[config.mk]
export PLATFORM = sky130hd
export DESIGN_NAME = fdcm_top
export DESIGN_NICKNAME = d
export VERILOG_FILES = /design/src/rtl/fdcm_pkg.sv /design/src/rtl/fdcm_strap_latch.sv /design/src/rtl/fdcm_sync3.sv /design/src/rtl/fdcm_top.sv
export SDC_FILE = /design/constraint.sdc
export NUM_CORES = 1
export LEC_CHECK = 0
export BUFFER_PORTS_ARGS = -buffer_cell sky130_fd_sc_hd__buf_2
export CAP_MARGIN = 10
export CORE_UTILIZATION = 48
export DETAILED_ROUTE_END_ITERATION = 8
export GPL_ROUTABILITY_DRIVEN = 0
export PLACE_DENSITY_LB_ADDON = 0.2
export SETUP_SLACK_MARGIN = 0.3
export SLEW_MARGIN = 10
export SYNTH_ARGS = -nofsm -noshare
export SYNTH_HDL_FRONTEND = slang
export SYNTH_SLANG_ARGS = --single-unit
[constraint.sdc]
create_clock -name clk -period 1.6 [get_ports clk]
set_input_delay 0.16 -clock clk [delete_from_list [all_inputs] [get_ports clk]]
set_output_delay 0.16 -clock clk [all_outputs]
set_load 0.03 [all_outputs]
[src/rtl/fdcm_pkg.sv]
package fdcm_pkg;

  // Host register modes chosen by the straps at reset.
  typedef enum logic [1:0] {
    fdcm_basic,
    fdcm_enhanced,
    fdcm_compact
  } fdcm_mode_type;

  // Strap pins as seen after the input synchroniser.
  typedef struct packed {
    logic host_mode;
    logic encoding;
    logic polarity;
  } fdcm_strap_type;

  // Selections held from one reset release to the next.
  typedef struct packed {
    fdcm_mode_type mode;
    logic          host_mode;
    logic          polarity;
  } fdcm_sel_type;

  // Drive control register layout and reset value.
  localparam int        DC_GATE_BIT  = 3;
  localparam int        DC_MOTOR_LSB = 4;
  localparam int        DC_MOTORS    = 4;
  localparam logic [7:0] DC_RESET    = 8'h00;

  // Data rate codes and reset value.
  localparam logic [1:0] RATE_500K   = 2'h0;
  localparam logic [1:0] RATE_1M     = 2'h3;
  localparam logic [1:0] RATE_RESET  = 2'h0;

  // Host offsets of the two status registers.
  localparam logic [2:0] STAT_A_OFS  = 3'h0;
  localparam logic [2:0] STAT_B_OFS  = 3'h1;

  // Number of pins that pass the synchroniser.
  localparam int        PIN_COUNT    = 10;

endpackage : fdcm_pkg

[src/rtl/fdcm_strap_latch.sv]
`timescale 1ns/1ps
module fdcm_strap_latch (
  // Clock and reset.
  input  wire logic           clk,
  input  wire logic           reset,
  // Settled straps and held selections.
  input  fdcm_pkg::fdcm_strap_type straps,
  output fdcm_pkg::fdcm_sel_type   sel
);
  import fdcm_pkg::*;

  fdcm_strap_type held_r;

  // Straps are followed while reset is high; the last value is kept.
  // latch at release
  always_ff @(posedge clk)
  begin
    if (reset)
      held_r <= straps;
  end

  // Host mode high always means basic, which also covers the illegal pair.
  // mode decode
  assign sel.mode      = held_r.host_mode ? fdcm_basic :
                         (held_r.encoding ? fdcm_enhanced : fdcm_compact);
  assign sel.host_mode = held_r.host_mode;
  assign sel.polarity  = held_r.polarity;

endmodule : fdcm_strap_latch

[src/rtl/fdcm_sync3.sv]
`timescale 1ns/1ps
module fdcm_sync3 #(
  parameter int WIDTH = 1
) (
  // Clock.
  input  wire logic             clk,
  // Asynchronous pins and their settled levels.
  input  wire logic [WIDTH-1:0] pin_in,
  output logic      [WIDTH-1:0] level_out
);
  import fdcm_pkg::*;

  logic [WIDTH-1:0] s1_r;
  logic [WIDTH-1:0] s2_r;
  logic [WIDTH-1:0] s3_r;
  logic [WIDTH-1:0] level_r;
  logic [WIDTH-1:0] level_nxt;

  // A bit moves only when the second and third stages agree.
  assign level_nxt = (s2_r & s3_r) | (level_r & (s2_r | s3_r));
  assign level_out = level_r;

  // Left without reset so that straps keep flowing while reset is held.
  always_ff @(posedge clk)
  begin
    s1_r    <= pin_in;
    s2_r    <= s1_r;
    s3_r    <= s2_r;
    level_r <= level_nxt;
  end

endmodule : fdcm_sync3

[src/rtl/fdcm_top.sv]
`timescale 1ns/1ps
// Behaviour
// - Enhanced mode ignores the gate bit; request and interrupt always enabled.
// - Enhanced mode takes terminal count active low; status A and B readable.
// - Compact mode honours gate bit, terminal count high, status A/B readable.
// - Basic mode takes terminal count high, only while acknowledge is active.
// - Density select high-active when host strap high, else low, fast rates.
// - Interrupt rises when a reporting command finishes execution.
// - Interrupt also rises when a non-DMA data byte awaits the host.
// - Basic and compact modes gate interrupt with control bit D3.
// - Enhanced mode keeps interrupt enabled; D3 reserved.
// - Polarity strap low makes motor enable and index signals active low.
// - Polarity strap high makes motor enable and index active high; board buffers.
// - After reset the encoding pin drives format: high MFM, low FM.
// - Encoding format indication defaults low after reset.
// - Four motor enables follow control bits, drive 0 on D4.
// - Reset idles, deasserts disk outputs, clears control and rate registers.
module fdcm_top (
  // Clock and reset.
  input  wire logic              clk,
  input  wire logic              reset,
  // Strap pins.
  input  wire logic              host_mode_pin,
  input  wire logic              polarity_strap,
  input  wire logic              encoding_mode_pin_in,
  output logic                   encoding_mode_pin_out,
  output logic                   encoding_mode_pin_oe,
  // Controller core side.
  input  wire logic              drive_control_write,
  input  wire logic [7:0]        drive_control_wdata,
  input  wire logic              rate_write,
  input  wire logic [1:0]        rate_wdata,
  input  wire logic              encoding_format_mfm,
  input  wire logic              command_done,
  input  wire logic              nondma_byte_ready,
  input  wire logic              core_dma_request,
  input  wire logic              interrupt_clear,
  input  wire logic [7:0]        status_reg_a,
  input  wire logic [7:0]        status_reg_b,
  output fdcm_pkg::fdcm_mode_type mode,
  output logic [7:0]             drive_control_register,
  output logic                   tc_accepted,
  output logic                   track_start,
  // Host bus pins.
  input  wire logic [2:0]        host_addr,
  input  wire logic              host_read_n,
  input  wire logic              dma_acknowledge_n,
  input  wire logic              terminal_count,
  output logic                   interrupt,
  output logic                   dma_request,
  output logic [7:0]             host_data_out,
  output logic                   host_data_oe,
  // Disk interface pins.
  input  wire logic              track_start_pin,
  output logic                   motor_enable_0,
  output logic                   motor_enable_1,
  output logic                   motor_enable_2,
  output logic                   motor_enable_3,
  output logic                   density_select
);
  import fdcm_pkg::*;

  logic [PIN_COUNT-1:0] pins_raw;
  logic [PIN_COUNT-1:0] pins_s;
  fdcm_strap_type       straps;
  fdcm_sel_type         sel;
  logic [2:0]           addr_s;
  logic                 read_s;
  logic                 dma_acknowledge_s;
  logic                 tc_s;
  logic                 index_s;

  logic [7:0]           dc_r;
  logic [7:0]           dc_nxt;
  logic [1:0]           rate_r;
  logic [1:0]           rate_nxt;
  logic                 pend_r;
  logic                 pend_nxt;
  logic                 int_r;
  logic                 int_nxt;
  logic                 drq_r;
  logic                 drq_nxt;
  logic                 tc_prev_r;
  logic                 tc_acc_r;
  logic                 idx_prev_r;
  logic                 trk_r;
  logic [DC_MOTORS-1:0] motor_r;
  logic [DC_MOTORS-1:0] motor_nxt;
  logic                 dens_r;
  logic                 dens_nxt;
  logic                 enc_out_r;
  logic                 enc_oe_r;
  logic [7:0]           dout_r;
  logic [7:0]           dout_nxt;
  logic                 doe_r;
  logic                 doe_nxt;

  logic                 enhanced;
  logic                 gate_open;
  logic                 tc_active;
  logic                 tc_hit;
  logic                 idx_active;
  logic                 dens_active;
  logic                 stat_hit;

  // Every pin from outside passes the three-stage synchroniser.
  assign pins_raw = {host_mode_pin, encoding_mode_pin_in, polarity_strap,
                     terminal_count, dma_acknowledge_n, host_read_n,
                     track_start_pin, host_addr};

  fdcm_sync3 #(
    .WIDTH (PIN_COUNT)
  ) u_sync (
    .clk       (clk),
    .pin_in    (pins_raw),
    .level_out (pins_s)
  );

  assign straps.host_mode = pins_s[9];
  assign straps.encoding  = pins_s[8];
  assign straps.polarity  = pins_s[7];
  assign tc_s             = pins_s[6];
  assign dma_acknowledge_s           = ~pins_s[5];
  assign read_s           = ~pins_s[4];
  assign index_s          = pins_s[3];
  assign addr_s           = pins_s[2:0];

  fdcm_strap_latch u_strap (
    .clk    (clk),
    .reset  (reset),
    .straps (straps),
    .sel    (sel)
  );

  // Mode decode shared by the gating below.
  assign enhanced  = (sel.mode == fdcm_enhanced);
  assign gate_open = enhanced | dc_r[DC_GATE_BIT];

  // Control and rate registers load from the core and clear on reset.
  // register clear
  assign dc_nxt   = drive_control_write ? drive_control_wdata : dc_r;
  assign rate_nxt = rate_write ? rate_wdata : rate_r;

  always_ff @(posedge clk)
  begin
    if (reset)
    begin
      dc_r   <= DC_RESET;
      rate_r <= RATE_RESET;
    end
    else
    begin
      dc_r   <= dc_nxt;
      rate_r <= rate_nxt;
    end
  end

  // Completion stays pending until cleared; a new completion wins.
  // completion interrupt
  assign pend_nxt = command_done | (pend_r & ~interrupt_clear);
  assign int_nxt  = (pend_nxt | nondma_byte_ready) & gate_open;
  assign drq_nxt  = core_dma_request & gate_open;

  always_ff @(posedge clk)
  begin
    if (reset)
    begin
      pend_r <= 1'b0;
      int_r  <= 1'b0;
      drq_r  <= 1'b0;
    end
    else
    begin
      pend_r <= pend_nxt;
      int_r  <= int_nxt;
      drq_r  <= drq_nxt;
    end
  end

  // Polarity of terminal count depends on the mode.
  // active low
  assign tc_active = enhanced ? ~tc_s : tc_s;
  assign tc_hit    = tc_active & dma_acknowledge_s;

  // Receivers invert when the polarity strap is low.
  // active low inputs
  assign idx_active = sel.polarity ? index_s : ~index_s;

  // Both detectors report only the first active cycle; clearing to the
  // idle level on reset makes a line already active at release report an edge.
  always_ff @(posedge clk)
  begin
    if (reset)
    begin
      tc_prev_r  <= 1'b0;
      tc_acc_r   <= 1'b0;
      idx_prev_r <= 1'b0;
      trk_r      <= 1'b0;
    end
    else
    begin
      tc_prev_r  <= tc_hit;
      tc_acc_r   <= tc_hit & ~tc_prev_r;
      idx_prev_r <= idx_active;
      trk_r      <= idx_active & ~idx_prev_r;
    end
  end

  // Each motor pin shows its control bit at the strap polarity.
  generate
    for (genvar k = 0; k < DC_MOTORS; k++)
    begin : g_motor
      assign motor_nxt[k] = ~(dc_r[DC_MOTOR_LSB + k] ^ sel.polarity);
    end
  endgenerate

  // Density select is active for the two fast rates only.
  // density polarity
  assign dens_active = (rate_r == RATE_500K) | (rate_r == RATE_1M);
  assign dens_nxt    = sel.host_mode ? dens_active : ~dens_active;

  // Pins sit at their inactive level while reset is held, and the
  // encoding pin stays an input so that its strap can still be read.
  // outputs inactive
  always_ff @(posedge clk)
  begin
    if (reset)
    begin
      motor_r   <= {DC_MOTORS{~sel.polarity}};
      dens_r    <= ~sel.host_mode;
      enc_oe_r  <= 1'b0;
      enc_out_r <= 1'b0;
    end
    else
    begin
      motor_r   <= motor_nxt;
      dens_r    <= dens_nxt;
      enc_oe_r  <= 1'b1;
      enc_out_r <= encoding_format_mfm;
    end
  end

  // Status reads are answered in the two register modes only.
  // basic stays undriven
  assign stat_hit = read_s & ~(sel.mode == fdcm_basic) &
                    ((addr_s == STAT_A_OFS) | (addr_s == STAT_B_OFS));
  assign doe_nxt  = stat_hit;
  assign dout_nxt = (addr_s == STAT_A_OFS) ? status_reg_a : status_reg_b;

  // Data only changes while driven, which keeps the bus quiet.
  always_ff @(posedge clk)
  begin
    if (reset)
    begin
      doe_r  <= 1'b0;
      dout_r <= 8'h00;
    end
    else
    begin
      doe_r  <= doe_nxt;
      dout_r <= stat_hit ? dout_nxt : dout_r;
    end
  end

  // Output wiring.
  assign mode                   = sel.mode;
  assign drive_control_register = dc_r;
  assign tc_accepted            = tc_acc_r;
  assign track_start            = trk_r;
  assign interrupt              = int_r;
  assign dma_request            = drq_r;
  assign host_data_out          = dout_r;
  assign host_data_oe           = doe_r;
  assign motor_enable_0         = motor_r[0];
  assign motor_enable_1         = motor_r[1];
  assign motor_enable_2         = motor_r[2];
  assign motor_enable_3         = motor_r[3];
  assign density_select         = dens_r;
  assign encoding_mode_pin_out  = enc_out_r;
  assign encoding_mode_pin_oe   = enc_oe_r;
endmodule : fdcm_top

-- Word-level counts from Yosys, hierarchy flattened
Index checks and enable logic that the tools add are counted.
- bits in registers: 76
- bits in latches: 0
- bits in writable memories: 0
- bits in read-only memories: 0
- input port bits: 45
- output and inout bits: 30
- logic and storage cells: 73
- memories: 0
- add/subtract/negate cells: 0
- $mul: 0
- divide/modulo/power cells: 0
- magnitude comparators: 0
- equality and inequality tests: 3
- shift-type cells: 0
- mux-type cells: 9
- bitwise gates (word level): 36
- reductions and logical operators: 3
- operators with widths (cell ; count):
    10-bit bitwise AND ; 2
    10-bit bitwise OR ; 2
    1-bit inverter ; 15
    1-bit bitwise AND ; 8
    8-bit two-way mux ; 1
    1-bit two-way mux ; 5
    1-bit bitwise OR ; 5
    2-bit logical NOT ; 2
    2-bit two-way mux ; 2
    4-bit two-way mux ; 1
    1-bit bitwise XOR ; 4
    3-bit by 1-bit == test with 1-bit output, second input constant ; 1
    3-bit logical NOT ; 1
    2-bit by 1-bit == test with 1-bit output, second input constant ; 1
    2-bit == test, second input constant ; 1

-- Depth between registers and ports, before layout
Gate-level depths: netlist of run 1.
- word-level depth: 6
- gate-level depth with buffers: 4
- mapped depth without buffers: 3

-- By module
From an unflattened synthesis of run 1, not the netlist that was laid out.
- cells, all modules: 173
- area, all modules: 2312.2 um^2
- modules (own cells, without submodules) (module ; instances ; cells an instance ; area an instance (um^2)):
    fdcm_top ; 1 ; 116 ; 1276.2
    fdcm_sync3 ; 1 ; 50 ; 913.4
    fdcm_strap_latch ; 1 ; 7 ; 122.6

-- Worst setup path before layout of run 1
Ideal clock, no wire load.
- path kind: reg-to-reg
- start point: register u_strap.held_r (netlist bit u_strap.sel[1])
- end point: register dout_r[2], in the netlist host_data_out[2]
- arrival time: 1153 ps
- required time: 1521 ps
- path slack: 368 ps
- stages on the path, launching flop included: 5
- path buffers: 1
- cell sequence: edfxtp_1 nor4_4 buf_6 nor2_2 a211oi_2
- word-level cells in the longest chain between the ends: 5
- ends and longest elaborated chain (what ; line ; RTL):
    start: declaration ; fdcm_strap_latch.sv:12 ; fdcm_strap_type held_r;
    start signal: assignment ; fdcm_strap_latch.sv:19 ; held_r <= straps;
    2-bit two-way mux ; fdcm_strap_latch.sv:24 ; assign sel.mode = held_r.host_mode ? fdcm_basic :
    2-bit logical NOT ; fdcm_top.sv:245 ; assign stat_hit = read_s & ~(sel.mode == fdcm_basic) &
    1-bit inverter ; fdcm_top.sv:245 ;
    1-bit bitwise AND (2 in series) ; fdcm_top.sv:245 ;
    end signal: assignment ; fdcm_top.sv:261 ; dout_r <= stat_hit ? dout_nxt : dout_r;
    end: declaration ; fdcm_top.sv:93 ; logic [7:0] dout_r;
No other way between the ends.
A chain may end at the register's enable or synchronous reset.

-- Worst setup path in the final report of run 1
- start point: register u_strap.held_r (netlist bit u_strap.sel[1])
- end point: output port mode[0]
- word-level cells in the longest chain between the ends: 1
- ends and longest elaborated chain (what ; line ; RTL):
    2-bit two-way mux ; fdcm_strap_latch.sv:24 ;
    end: declaration ; fdcm_top.sv:40 ; output fdcm_pkg::fdcm_mode_type mode,
No other way between the ends.

==> run_results.csv, run 1 <==
group,metric,value,unit
floorplan,die_y,70.0,um
power,internal_power,2.96,mW
drt,routed_wl,3.85,mm
synthesis,ys.flop_type,"dfxtp_1",
clock_tree,cts_root_buf,"clkbuf_8",
floorplan,die_w,70.0,um
setup_path,crit_family,"flip-flops",
setup_path,cp_slowest_cell,"edfxtp_1",
floorplan,core.rowCount,24,
cells_and_area,syn_to_final_growth,35.4,%
setup_path,r2r_slack,330,ps
setup_path,start_kind,"flip-flop",
global_routing,antenna_found_initial,0,
timing,final_max_slew_viol_count,0,
clock_tree,clk_pin_slew,80,ps
timing,worstMarginPinSlew,581,ps
drt,drt_iter0_drc,46,
timing,finalHoldViolCount,0,
setup_path,crit_chain,"buf_4 > nor2b_4 > buf_6",
synthesis,synth-async-reset-ratio,0,%
power,switching_share,24.4,%
drt,dr.pass1.iters,4,
power,powerDensity,1300,nW/um^2
setup_path,r2r-start,"u_strap.sel[1]",
synthesis,synth_top_family_by_area,"multiplexers",
timing,fin_setup_tns,0,ps
floorplan,floorplan.initialDensity,50.3,%
synthesis,yosysTopAreaCellShare,65.8,%
synthesis,ys_seq_area_share,69.9,%
setup_path,critPathCapture,"mode[0]",
setup_path,path_max_fanout,2,
power,switching_power,0.952,mW
power,combPwrFrac,11.2,%
cells_and_area,final_nets,309,
global_routing,grtUsageTotal,16.1,%
global_routing,grt_pass1_wl,5.97,mm
placed_design,io_buffers,74,
drt,drc_errors,0,
placed_design,dp_slack,377,ps
setup_path,cp_slowest_stage_delay,400,ps
clock_tree,cts_max_level,3,
synthesis,synth_area_leader_cell,"dfxtp_1",
synthesis,synth_common_cells,"73 x dfxtp_1, 22 x nor2_1, 18 x mux2i_1",
global_routing,grt_pass1_vias,1359,
synthesis,synth_area,2220,um^2
synthesis,ys_warn_count,0,
synthesis,syn_nets,214,
timing,clock.fmax,762,MHz
clock_tree,cts_buffers,9,
drt,vias_per_cell,4.61,
clock_tree,cts_sinks,76,
setup_path,reg2reg_to,"host_data_out[7]",
timing,fin_crit,1310,ps
run_status,outcome,"completed",
global_routing,grt_max_degree,30,
synthesis,ys_ff_latch,76,
setup_path,end_kind,"output port",
cells_and_area,num-fill-cells,344,
timing,clock_skew,8.24,ps
timing,slew_headroom,61.2,%
floorplan,core,4410,um^2
setup_path,arrival,1150,ps
job,max-cap-violations,0,
placed_design,hpwl,2.43,mm
timing,layout_setup_ws,288,ps
drt,vias,1479,
synthesis,syn_inst,169,
power,leakagePower,1.39,nW
setup_path,cp-startpoint,"u_strap.sel[1]",
synthesis,muxShareOfSynthArea,8.11,%
clock_tree,clockBufferDepth,2,
power,power.share.clock,34.7,%
setup_path,crit_buf_inv,2,
timing,setup_viol_count_final,0,
cells_and_area,final_util,68.1,%
worst_hold_path,hold_class,"primary input to flip-flop",
setup_path,rr_worst_depth,5,
global_routing,overflow,0,
floorplan,num_io_pins,75,
clock_tree,worstSkewPairLatency,330,ps
power,p_seq_share,54.0,%
synthesis,avgSynthCellArea,13.1,um^2
synthesis,synth_edf_count,3,
cells_and_area,antenna-diode-count,0,
setup_path,path_depth,3,
synthesis,synth-compound-area-share,3.49,%
timing,rsz0062_at_grt,"yes",
synthesis,synth_area_leaders,"dfxtp_1 66%, mux2i_1 8.1%, maj3_1 4.5%, edfxtp_1 4.1%, nor2_1 3.7%",
synthesis,synth-adder-area-share,4.51,%
floorplan,dieArea,4900,um^2
synthesis,yosys.area_share.simple,8.06,%
drt,postRouteAntennaNets,0,
power,peakVddDrop,656,uV
synthesis,synthXorXnorAreaFrac,3.15,%
setup_path,required,1440,ps
drt,wl_per_cell,12.0,um
synthesis,yosysMostFrequentCell,"dfxtp_1",
clock_tree,cts_tree,"done",
synthesis,synth_cell_type_count,23,
timing,min_period_over_period,82.0,%
setup_path,worstSetupPathType,"flip-flop to output port",
cells_and_area,drive_gt1_share,39.8,%
## flip-flops by register name (all words and copies together), names as in the netlist, 2 cells and up
register and cells:
drive_control_register 8, host_data_out 8, motor_r 4, rate_r 2, u_strap.sel 2, u_sync.level_out 10, u_sync.s1_r 10, u_sync.s2_r 10
u_sync.s3_r 10
## power groups by stage
stage / logic [mW] / clock network [mW] / registers (mW)
after detailed placement: 0.383 / 0 / 2.16
after global routing: 0.470 / 1.47 / 2.13
after global placement: 0.377 / 0 / 2.15
after CTS: 0.418 / 1.40 / 2.11
final: 0.438 / 1.36 / 2.11
after floorplan: 0.168 / 0 / 2.24
## per-stage QoR
stage	total power, mW	instances	hold WS (ps)	instance area [um^2]
floorplan	2.41	169	188	2220
global placement	2.53	288	262	2620
detailed placement	2.54	288	264	2620
CTS	3.93	318	22.2	2950
global route	4.07	321	44.9	3010
finish	3.91	321	38.5	3010
## area by class of cell
cell class / instances / area [um^2] / share of cell area [%]
repair buffers: 93 / 558 / 18.6
multi-input cells: 81 / 637 / 21.2
well taps: 52 / 65.1 / 2.16
clock inverters: 5 / 53.8 / 1.79
flip-flops and latches: 76 / 1550 / 51.6
clock buffers: 11 / 131 / 4.37
inverters: 3 / 11.3 / 0.374
## cell families after synthesis
logic type / after synthesis
flops: 76
fa+ha+maj: 10
compound gates: 10
mux: 18
xor+xnor: 8
simple gates: 35
buf+inv: 12
## layout by cell type, fill, tap and decap left out, drive strengths merged, types with 2 or more instances in the layout
cell type and n:
buf 83, dfxtp 73, nor2 23, mux2i 18, clkbuf 11, maj3 10
dlygate4sd3 10, a211oi 9, xnor2 6, nor2b 6, clkinv 4, inv 3
edfxtp 3, xor2 2, nor3 2, nor4 2
## how the worst min path moves through the flow
stage                     slack [ps]           startpoint  cells after the start                     to
after floorplan                  190         host_addr[0]                      0         u_sync.s1_r[0]
after global placement           260         host_addr[1]                      1         u_sync.s1_r[1]
after detailed placement         260    dma_acknowledge_n                      1         u_sync.s1_r[5]
after CTS                         20  encoding_format_mfm                      2  encoding_mode_pin_out
after global routing              40  encoding_format_mfm                      2  encoding_mode_pin_out
final                             40  encoding_format_mfm                      2  encoding_mode_pin_out
## per-layer routing
metal | global-route usage (%) | routed length, um | share of wire [%] | up-vias
li1 | - | - | - | 750
met1 | 18.6 | 1710 | 44 | 662
met2 | 24.9 | 1770 | 46 | 60
met3 | 5.48 | 280 | 7.3 | 7
met4 | 11.3 | 90 | 2.3 | 0
met5 | 0 | 0 | 0 | -
## repair_timing
item / in CTS / in global routing
pin swaps: 0 / 0
hold buffers: 10 / 0
cloned: 0 / 1
resized for setup: 4 / 12
endpoints found under the setup margin: 2 / 10
hold endpoints to repair: 10 / 0
setup buffers: 4 / 2
Power figures use the tool's default switching activity.
==> run 2, diff against run 1 <==
--- a/config.mk
+++ b/config.mk
@@ -7,7 +7,7 @@
 export LEC_CHECK = 0
 export BUFFER_PORTS_ARGS = -buffer_cell sky130_fd_sc_hd__buf_2
 export CAP_MARGIN = 10
-export CORE_UTILIZATION = 48
+export CORE_UTILIZATION = 43
 export DETAILED_ROUTE_END_ITERATION = 8
 export GPL_ROUTABILITY_DRIVEN = 0
 export PLACE_DENSITY_LB_ADDON = 0.2
==> constraint.sdc (replaced) <==
create_clock -name clk -period 1.07 [get_ports clk]
set_input_delay 0.107 -clock clk [delete_from_list [all_inputs] [get_ports clk]]
set_output_delay 0.107 -clock clk [all_outputs]
set_load 0.03 [all_outputs]
==> run_results.csv, run 2 (synthesized netlist as in run 1, its figures left out) <==
group,metric,value,unit
run_status,outcome,"finished with violations",
run_status,violations,"negative setup slack",
power,p_total,6.33,mW
floorplan,floorplan.initialDensity,45.8,%
setup_path,r2r-start,"u_strap.sel[1]",
timing,worstMarginPinSlew,422,ps
cells_and_area,drive_gt1_share,61.3,%
drt,postRouteAntennaNets,0,
drt,dr_wl_met3,341,um
drt,vias,1603,
setup_path,required,1310,ps
drt,vias_per_cell,4.40,
power,leakagePower,1.64,nW
drt,routed.top_layer,"met4",
global_routing,overflow,0,
floorplan,dieArea,5460,um^2
setup_path,path_max_fanout,14,
timing,clock.fmax,776,MHz
placed_design,dp_slack,-95.6,ps
setup_path,end_kind,"flip-flop",
placed_design,io_buffers,74,
power,switching_share,23.6,%
cells_and_area,num-fill-cells,319,
clock_tree,cts_tree,"done",
power,internal_power,4.84,mW
global_routing,grt_pass1_vias,1616,
clock_tree,cts_buffers,9,
worst_hold_path,min_from,"drive_control_wdata[2]",
setup_path,arrival,1520,ps
global_routing,grt_pass1_wl,6.93,mm
clock_tree,cts_sinks,76,
drt,drt_iter0_drc,29,
floorplan,core.rowCount,25,
setup_path,rr_worst_depth,5,
power,combPwrFrac,14.8,%
timing,clock_skew,4.89,ps
clock_tree,clockBufferDepth,2,
drt,wl_per_cell,12.4,um
timing,rsz0062_at_grt,"yes",
timing,layout_setup_ws,-218,ps
power,powerDensity,1740,nW/um^2
timing,min_period_over_period,120,%
setup_path,reg2reg_to,"host_data_out[1]",
timing,setup_viol_count_final,15,
clock_tree,cts_max_level,3,
setup_path,r2r_slack,-220,ps
floorplan,die_w,73.9,um
job,max-cap-violations,0,
setup_path,worstSetupPathType,"flip-flop to flip-flop",
cells_and_area,antenna-diode-count,0,
clock_tree,worstSkewPairLatency,340,ps
drt,routed_wl,4.52,mm
cells_and_area,syn_to_final_growth,63.7,%
drt,wl_met2,2.25,mm
power,power.share.clock,34.7,%
worst_hold_path,min_to,"drive_control_register[2]",
setup_path,start_kind,"flip-flop",
clock_tree,cts_root_buf,"clkbuf_8",
power,p_seq_share,50.5,%
power,peakVddDrop,1050,uV
global_routing,antenna_found_initial,0,
clock_tree,clk_pin_slew,70,ps
timing,slew_headroom,71.9,%
cells_and_area,mostFrequentLayoutCells,"45 x buf_2, 41 x buf_6, 36 x dfxtp_2",
floorplan,num_io_pins,75,
placed_design,hpwl,2.57,mm
cells_and_area,layout_commonest_cell,"buf_2",
cells_and_area,final_nets,338,
global_routing,grt_max_degree,21,
timing,fin_crit,1290,ps
floorplan,core,4850,um^2
global_routing,grtUsageTotal,18.1,%
drt,drc_errors,0,
power,switching_power,1.50,mW
timing,finalHoldViolCount,0,
drt,drt-met1-wl,1.86,mm
worst_hold_path,whs_path_depth,3,
worst_hold_path,hold_class,"primary input to flip-flop",
floorplan,die_y,73.9,um
drt,dr.pass1.iters,2,
timing,final_max_slew_viol_count,0,
run 2: cell count changes in the layout (fill, tap and decap cells not counted), moves of 5 or more:
| cell | previous run | this run |
|---|---|---|
| maj3_2 | 0 | 10 |
| dlygate4sd3_1 | 10 | 18 |
| xnor2_2 | 0 | 5 |
| buf_2 | 72 | 45 |
| dfxtp_2 | 0 | 36 |
| xnor2_1 | 6 | 0 |
| dfxtp_1 | 73 | 35 |
| buf_4 | 7 | 17 |
| buf_6 | 4 | 41 |
| maj3_1 | 10 | 0 |
run 2: worst max path at each step:
stage / startpoint / cells after the start / to
floorplan: u_strap.sel[1] / 4 / host_data_out[2]
global route: u_strap.sel[1] / 5 / host_data_out[1]
finish: u_strap.sel[1] / 5 / host_data_out[1]
detailed placement: u_strap.sel[1] / 4 / host_data_out[5]
global placement: u_strap.sel[1] / 4 / host_data_out[0]
CTS: u_strap.sel[1] / 5 / host_data_out[5]
run 2: worst max-delay path, stage by stage (launching register included):
cell and delay [ps]:
edfxtp_1 420, buf_6 150, nor4_4 170, buf_12 170, nor2_1 50, a211oi_1 230
run 2: stage by stage:
step | TNS (ps) | utilization (%) | std cells | hold WS [ps] | instance area (um^2)
2_1_floorplan | -621 | - | 169 | 135 | 2230
3_3_place_gp | -408 | 55.6 | 308 | 209 | 2700
3_5_place_dp | -646 | 55.6 | 308 | 211 | 2700
4_1_cts | -1970 | 72.6 | 358 | -2.89 | 3520
5_1_grt | -2870 | 75.0 | 364 | 8.04 | 3630
6_report | -1950 | 75.0 | 364 | 14.5 | 3630
run 2: power groups by stage:
stage          logic (mW)  registers [mW]  clock network (mW)
2_1_floorplan       0.255            3.35                   0
3_3_place_gp        0.594            3.22                   0
3_5_place_dp        0.601            3.23                   0
4_1_cts             0.884            3.19                2.25
5_1_grt              1.00            3.22                2.38
6_report            0.940            3.20                2.20
run 2: area by class of cell:
cell class,instances,area (um^2),area share (%)
clock buffer,13,201,5.54
inverter,3,11.3,0.310
clock inverter,2,12.5,0.344
tap,67,83.8,2.31
sequential,76,1600,44.1
timing repair buffer,122,1010,27.9
multi-input combinational,81,707,19.4
run 2: per-layer routing:
metal  vias to the layer above  track usage, %
li1                        807               -
met1                       730            18.9
met2                        60            30.0
met3                         6            8.92
met4                         0            8.97
met5                         -               0
run 2: what timing repair did:
action	4_1_cts	5_1_grt
setup buffers	18	5
pin swaps	4	5
resized for setup	114	17
endpoints found under the hold margin	18	1
hold buffers	17	1
setup endpoints to repair	59	58
==> run 3, diff against run 2 <==
--- a/config.mk
+++ b/config.mk
@@ -7,7 +7,9 @@
 export LEC_CHECK = 0
 export BUFFER_PORTS_ARGS = -buffer_cell sky130_fd_sc_hd__buf_2
 export CAP_MARGIN = 10
-export CORE_UTILIZATION = 43
+export CELL_PAD_IN_SITES_DETAIL_PLACEMENT = 1
+export CELL_PAD_IN_SITES_GLOBAL_PLACEMENT = 1
+export CORE_UTILIZATION = 34
 export DETAILED_ROUTE_END_ITERATION = 8
 export GPL_ROUTABILITY_DRIVEN = 0
 export PLACE_DENSITY_LB_ADDON = 0.2
==> run_results.csv, run 3 (synthesized netlist as in run 1, its figures left out) <==
group,metric,value,unit
run_status,outcome,"finished with violations",
run_status,violations,"negative setup slack",
timing,rsz0062_at_grt,"yes",
cells_and_area,final_nets,339,
clock_tree,cts_max_level,3,
timing,clock.fmax,730,MHz
drt,routed_wl,5.10,mm
cells_and_area,drive_gt1_share,63.9,%
global_routing,grtUsageTotal,15.6,%
setup_path,worstSetupPathType,"flip-flop to flip-flop",
worst_hold_path,hold_class,"primary input to flip-flop",
cells_and_area,syn_to_final_growth,67.0,%
setup_path,cp-startpoint,"u_strap.sel[1]",
timing,worstMarginPinSlew,543,ps
placed_design,io_buffers,74,
setup_path,end_kind,"flip-flop",
drt,vias_per_cell,4.37,
clock_tree,cts_tree,"done",
floorplan,core.rowCount,29,
floorplan,core,6310,um^2
clock_tree,cts_buffers,9,
timing,fin_setup_tns,-2410,ps
setup_path,start_kind,"flip-flop",
global_routing,grt_pass1_wl,8.11,mm
cells_and_area,final_area,3710,um^2
placed_design,hpwl,2.94,mm
worst_hold_path,min_from,"command_done",
job,max-cap-violations,0,
clock_tree,clockBufferDepth,2,
timing,final_max_slew_viol_count,0,
drt,drc_errors,0,
setup_path,r2r-start,"u_strap.sel[1]",
cells_and_area,num-fill-cells,659,
cells_and_area,layout_commonest_cell,"buf_2",
timing,min_period_over_period,128,%
clock_tree,cts_root_buf,"clkbuf_8",
timing,finalHoldViolCount,0,
drt,wl_per_cell,13.6,um
floorplan,floorplan.initialDensity,35.2,%
global_routing,overflow,0,
cells_and_area,multiInputGateArea,751,um^2
drt,dr.pass1.iters,3,
drt,postRouteAntennaNets,0,
drt,drt_iter0_drc,26,
timing,slew_headroom,63.8,%
timing,layout_setup_ws,-300,ps
clock_tree,cts_sinks,76,
setup_path,cp_slowest_cell,"edfxtp_1",
setup_path,crit_family,"buffers and inverters",
power,peakVddDrop,911,uV
global_routing,antenna_found_initial,0,
power,powerDensity,1690,nW/um^2
clock_tree,clk_pin_slew,70,ps
timing,setup_viol_count_final,15,
setup_path,arrival,1600,ps
drt,vias,1642,
setup_path,path_max_fanout,8,
placed_design,post_dp_cell_area,2730,um^2
floorplan,dieArea,6860,um^2
power,leakagePower,1.65,nW
cells_and_area,mostFrequentLayoutCells,"44 x buf_2, 40 x buf_6, 36 x dfxtp_2",
timing,fin_crit,1370,ps
cells_and_area,final-seq-area,1600,um^2
floorplan,num_io_pins,75,
setup_path,cp_slowest_stage_delay,410,ps
global_routing,grt_pass1_vias,1694,
global_routing,grt_max_degree,20,
timing,clock_skew,6.32,ps
setup_path,crit_chain,"buf_6 > nor4_4 > buf_4 > buf_12 > nor2_1 > a211oi_1",
floorplan,die_y,82.8,um
setup_path,required,1300,ps
clock_tree,worstSkewPairLatency,330,ps
setup_path,crit_buf_inv,3,
cells_and_area,antenna-diode-count,0,
floorplan,die_w,82.8,um
## run 3: path summary, 6_finish.rpt
path	endpoint	slack, ps	cells past startpoint
min	pend_r	9	3
max	host_data_out[0]	-300	6
min reg2reg	u_sync.s2_r[4]	330	0
max reg2reg	host_data_out[0]	-300	6
## run 3: worst register-to-register path, stage by stage, from the launching register on
cell      delay (ps)
edfxtp_1         410
buf_6            150
nor4_4           120
buf_4            170
buf_12           120
nor2_1            40
a211oi_1         260
## run 3: layout make-up
cell class | instances | share of cell area (%)
flip-flops and latches | 76 | 43.3
inverters | 3 | 0.304
clock inverters | 3 | 0.472
clock buffers | 13 | 4.86
multi-input cells | 81 | 20.2
well taps | 77 | 2.60
repair buffers | 123 | 28.3
## run 3: where the power goes
part	switching, mW	internal (mW)
combinational	0.419	0.549
clock	0.988	1.10
sequential	0.139	3.08
## run 3: what timing repair did
| action | CTS | global route |
|---|---|---|
| pin swaps | 6 | 7 |
| setup endpoints to repair | 58 | 59 |
| endpoints found under the hold margin | 18 | 0 |
| setup buffers | 15 | 8 |
| resized for setup | 112 | 28 |
| gates cloned | 0 | 1 |
| hold buffers | 17 | 0 |
## run 3: stage by stage
step | hold slack [ps] | total power, mW | cells | utilization, % | worst slack, ps
global route | 16.6 | 6.58 | 376 | 58.7 | -381
finish | 8.73 | 6.27 | 376 | 58.7 | -300
global placement | 210 | 3.84 | 319 | 43.2 | -60.3
detailed placement | 211 | 3.86 | 319 | 43.2 | -147
CTS | -18.0 | 6.24 | 367 | 55.7 | -210
floorplan | 135 | 3.60 | 169 | - | -162
## run 3: layer usage
metal  routed length, um  part of all wire [%]  GRT usage (%)
met4                 108                   2.1           7.99
met2                2630                    52           26.8
met1                2030                    40           17.0
met3                 331                   6.5           5.47
met5                   0                     0              0
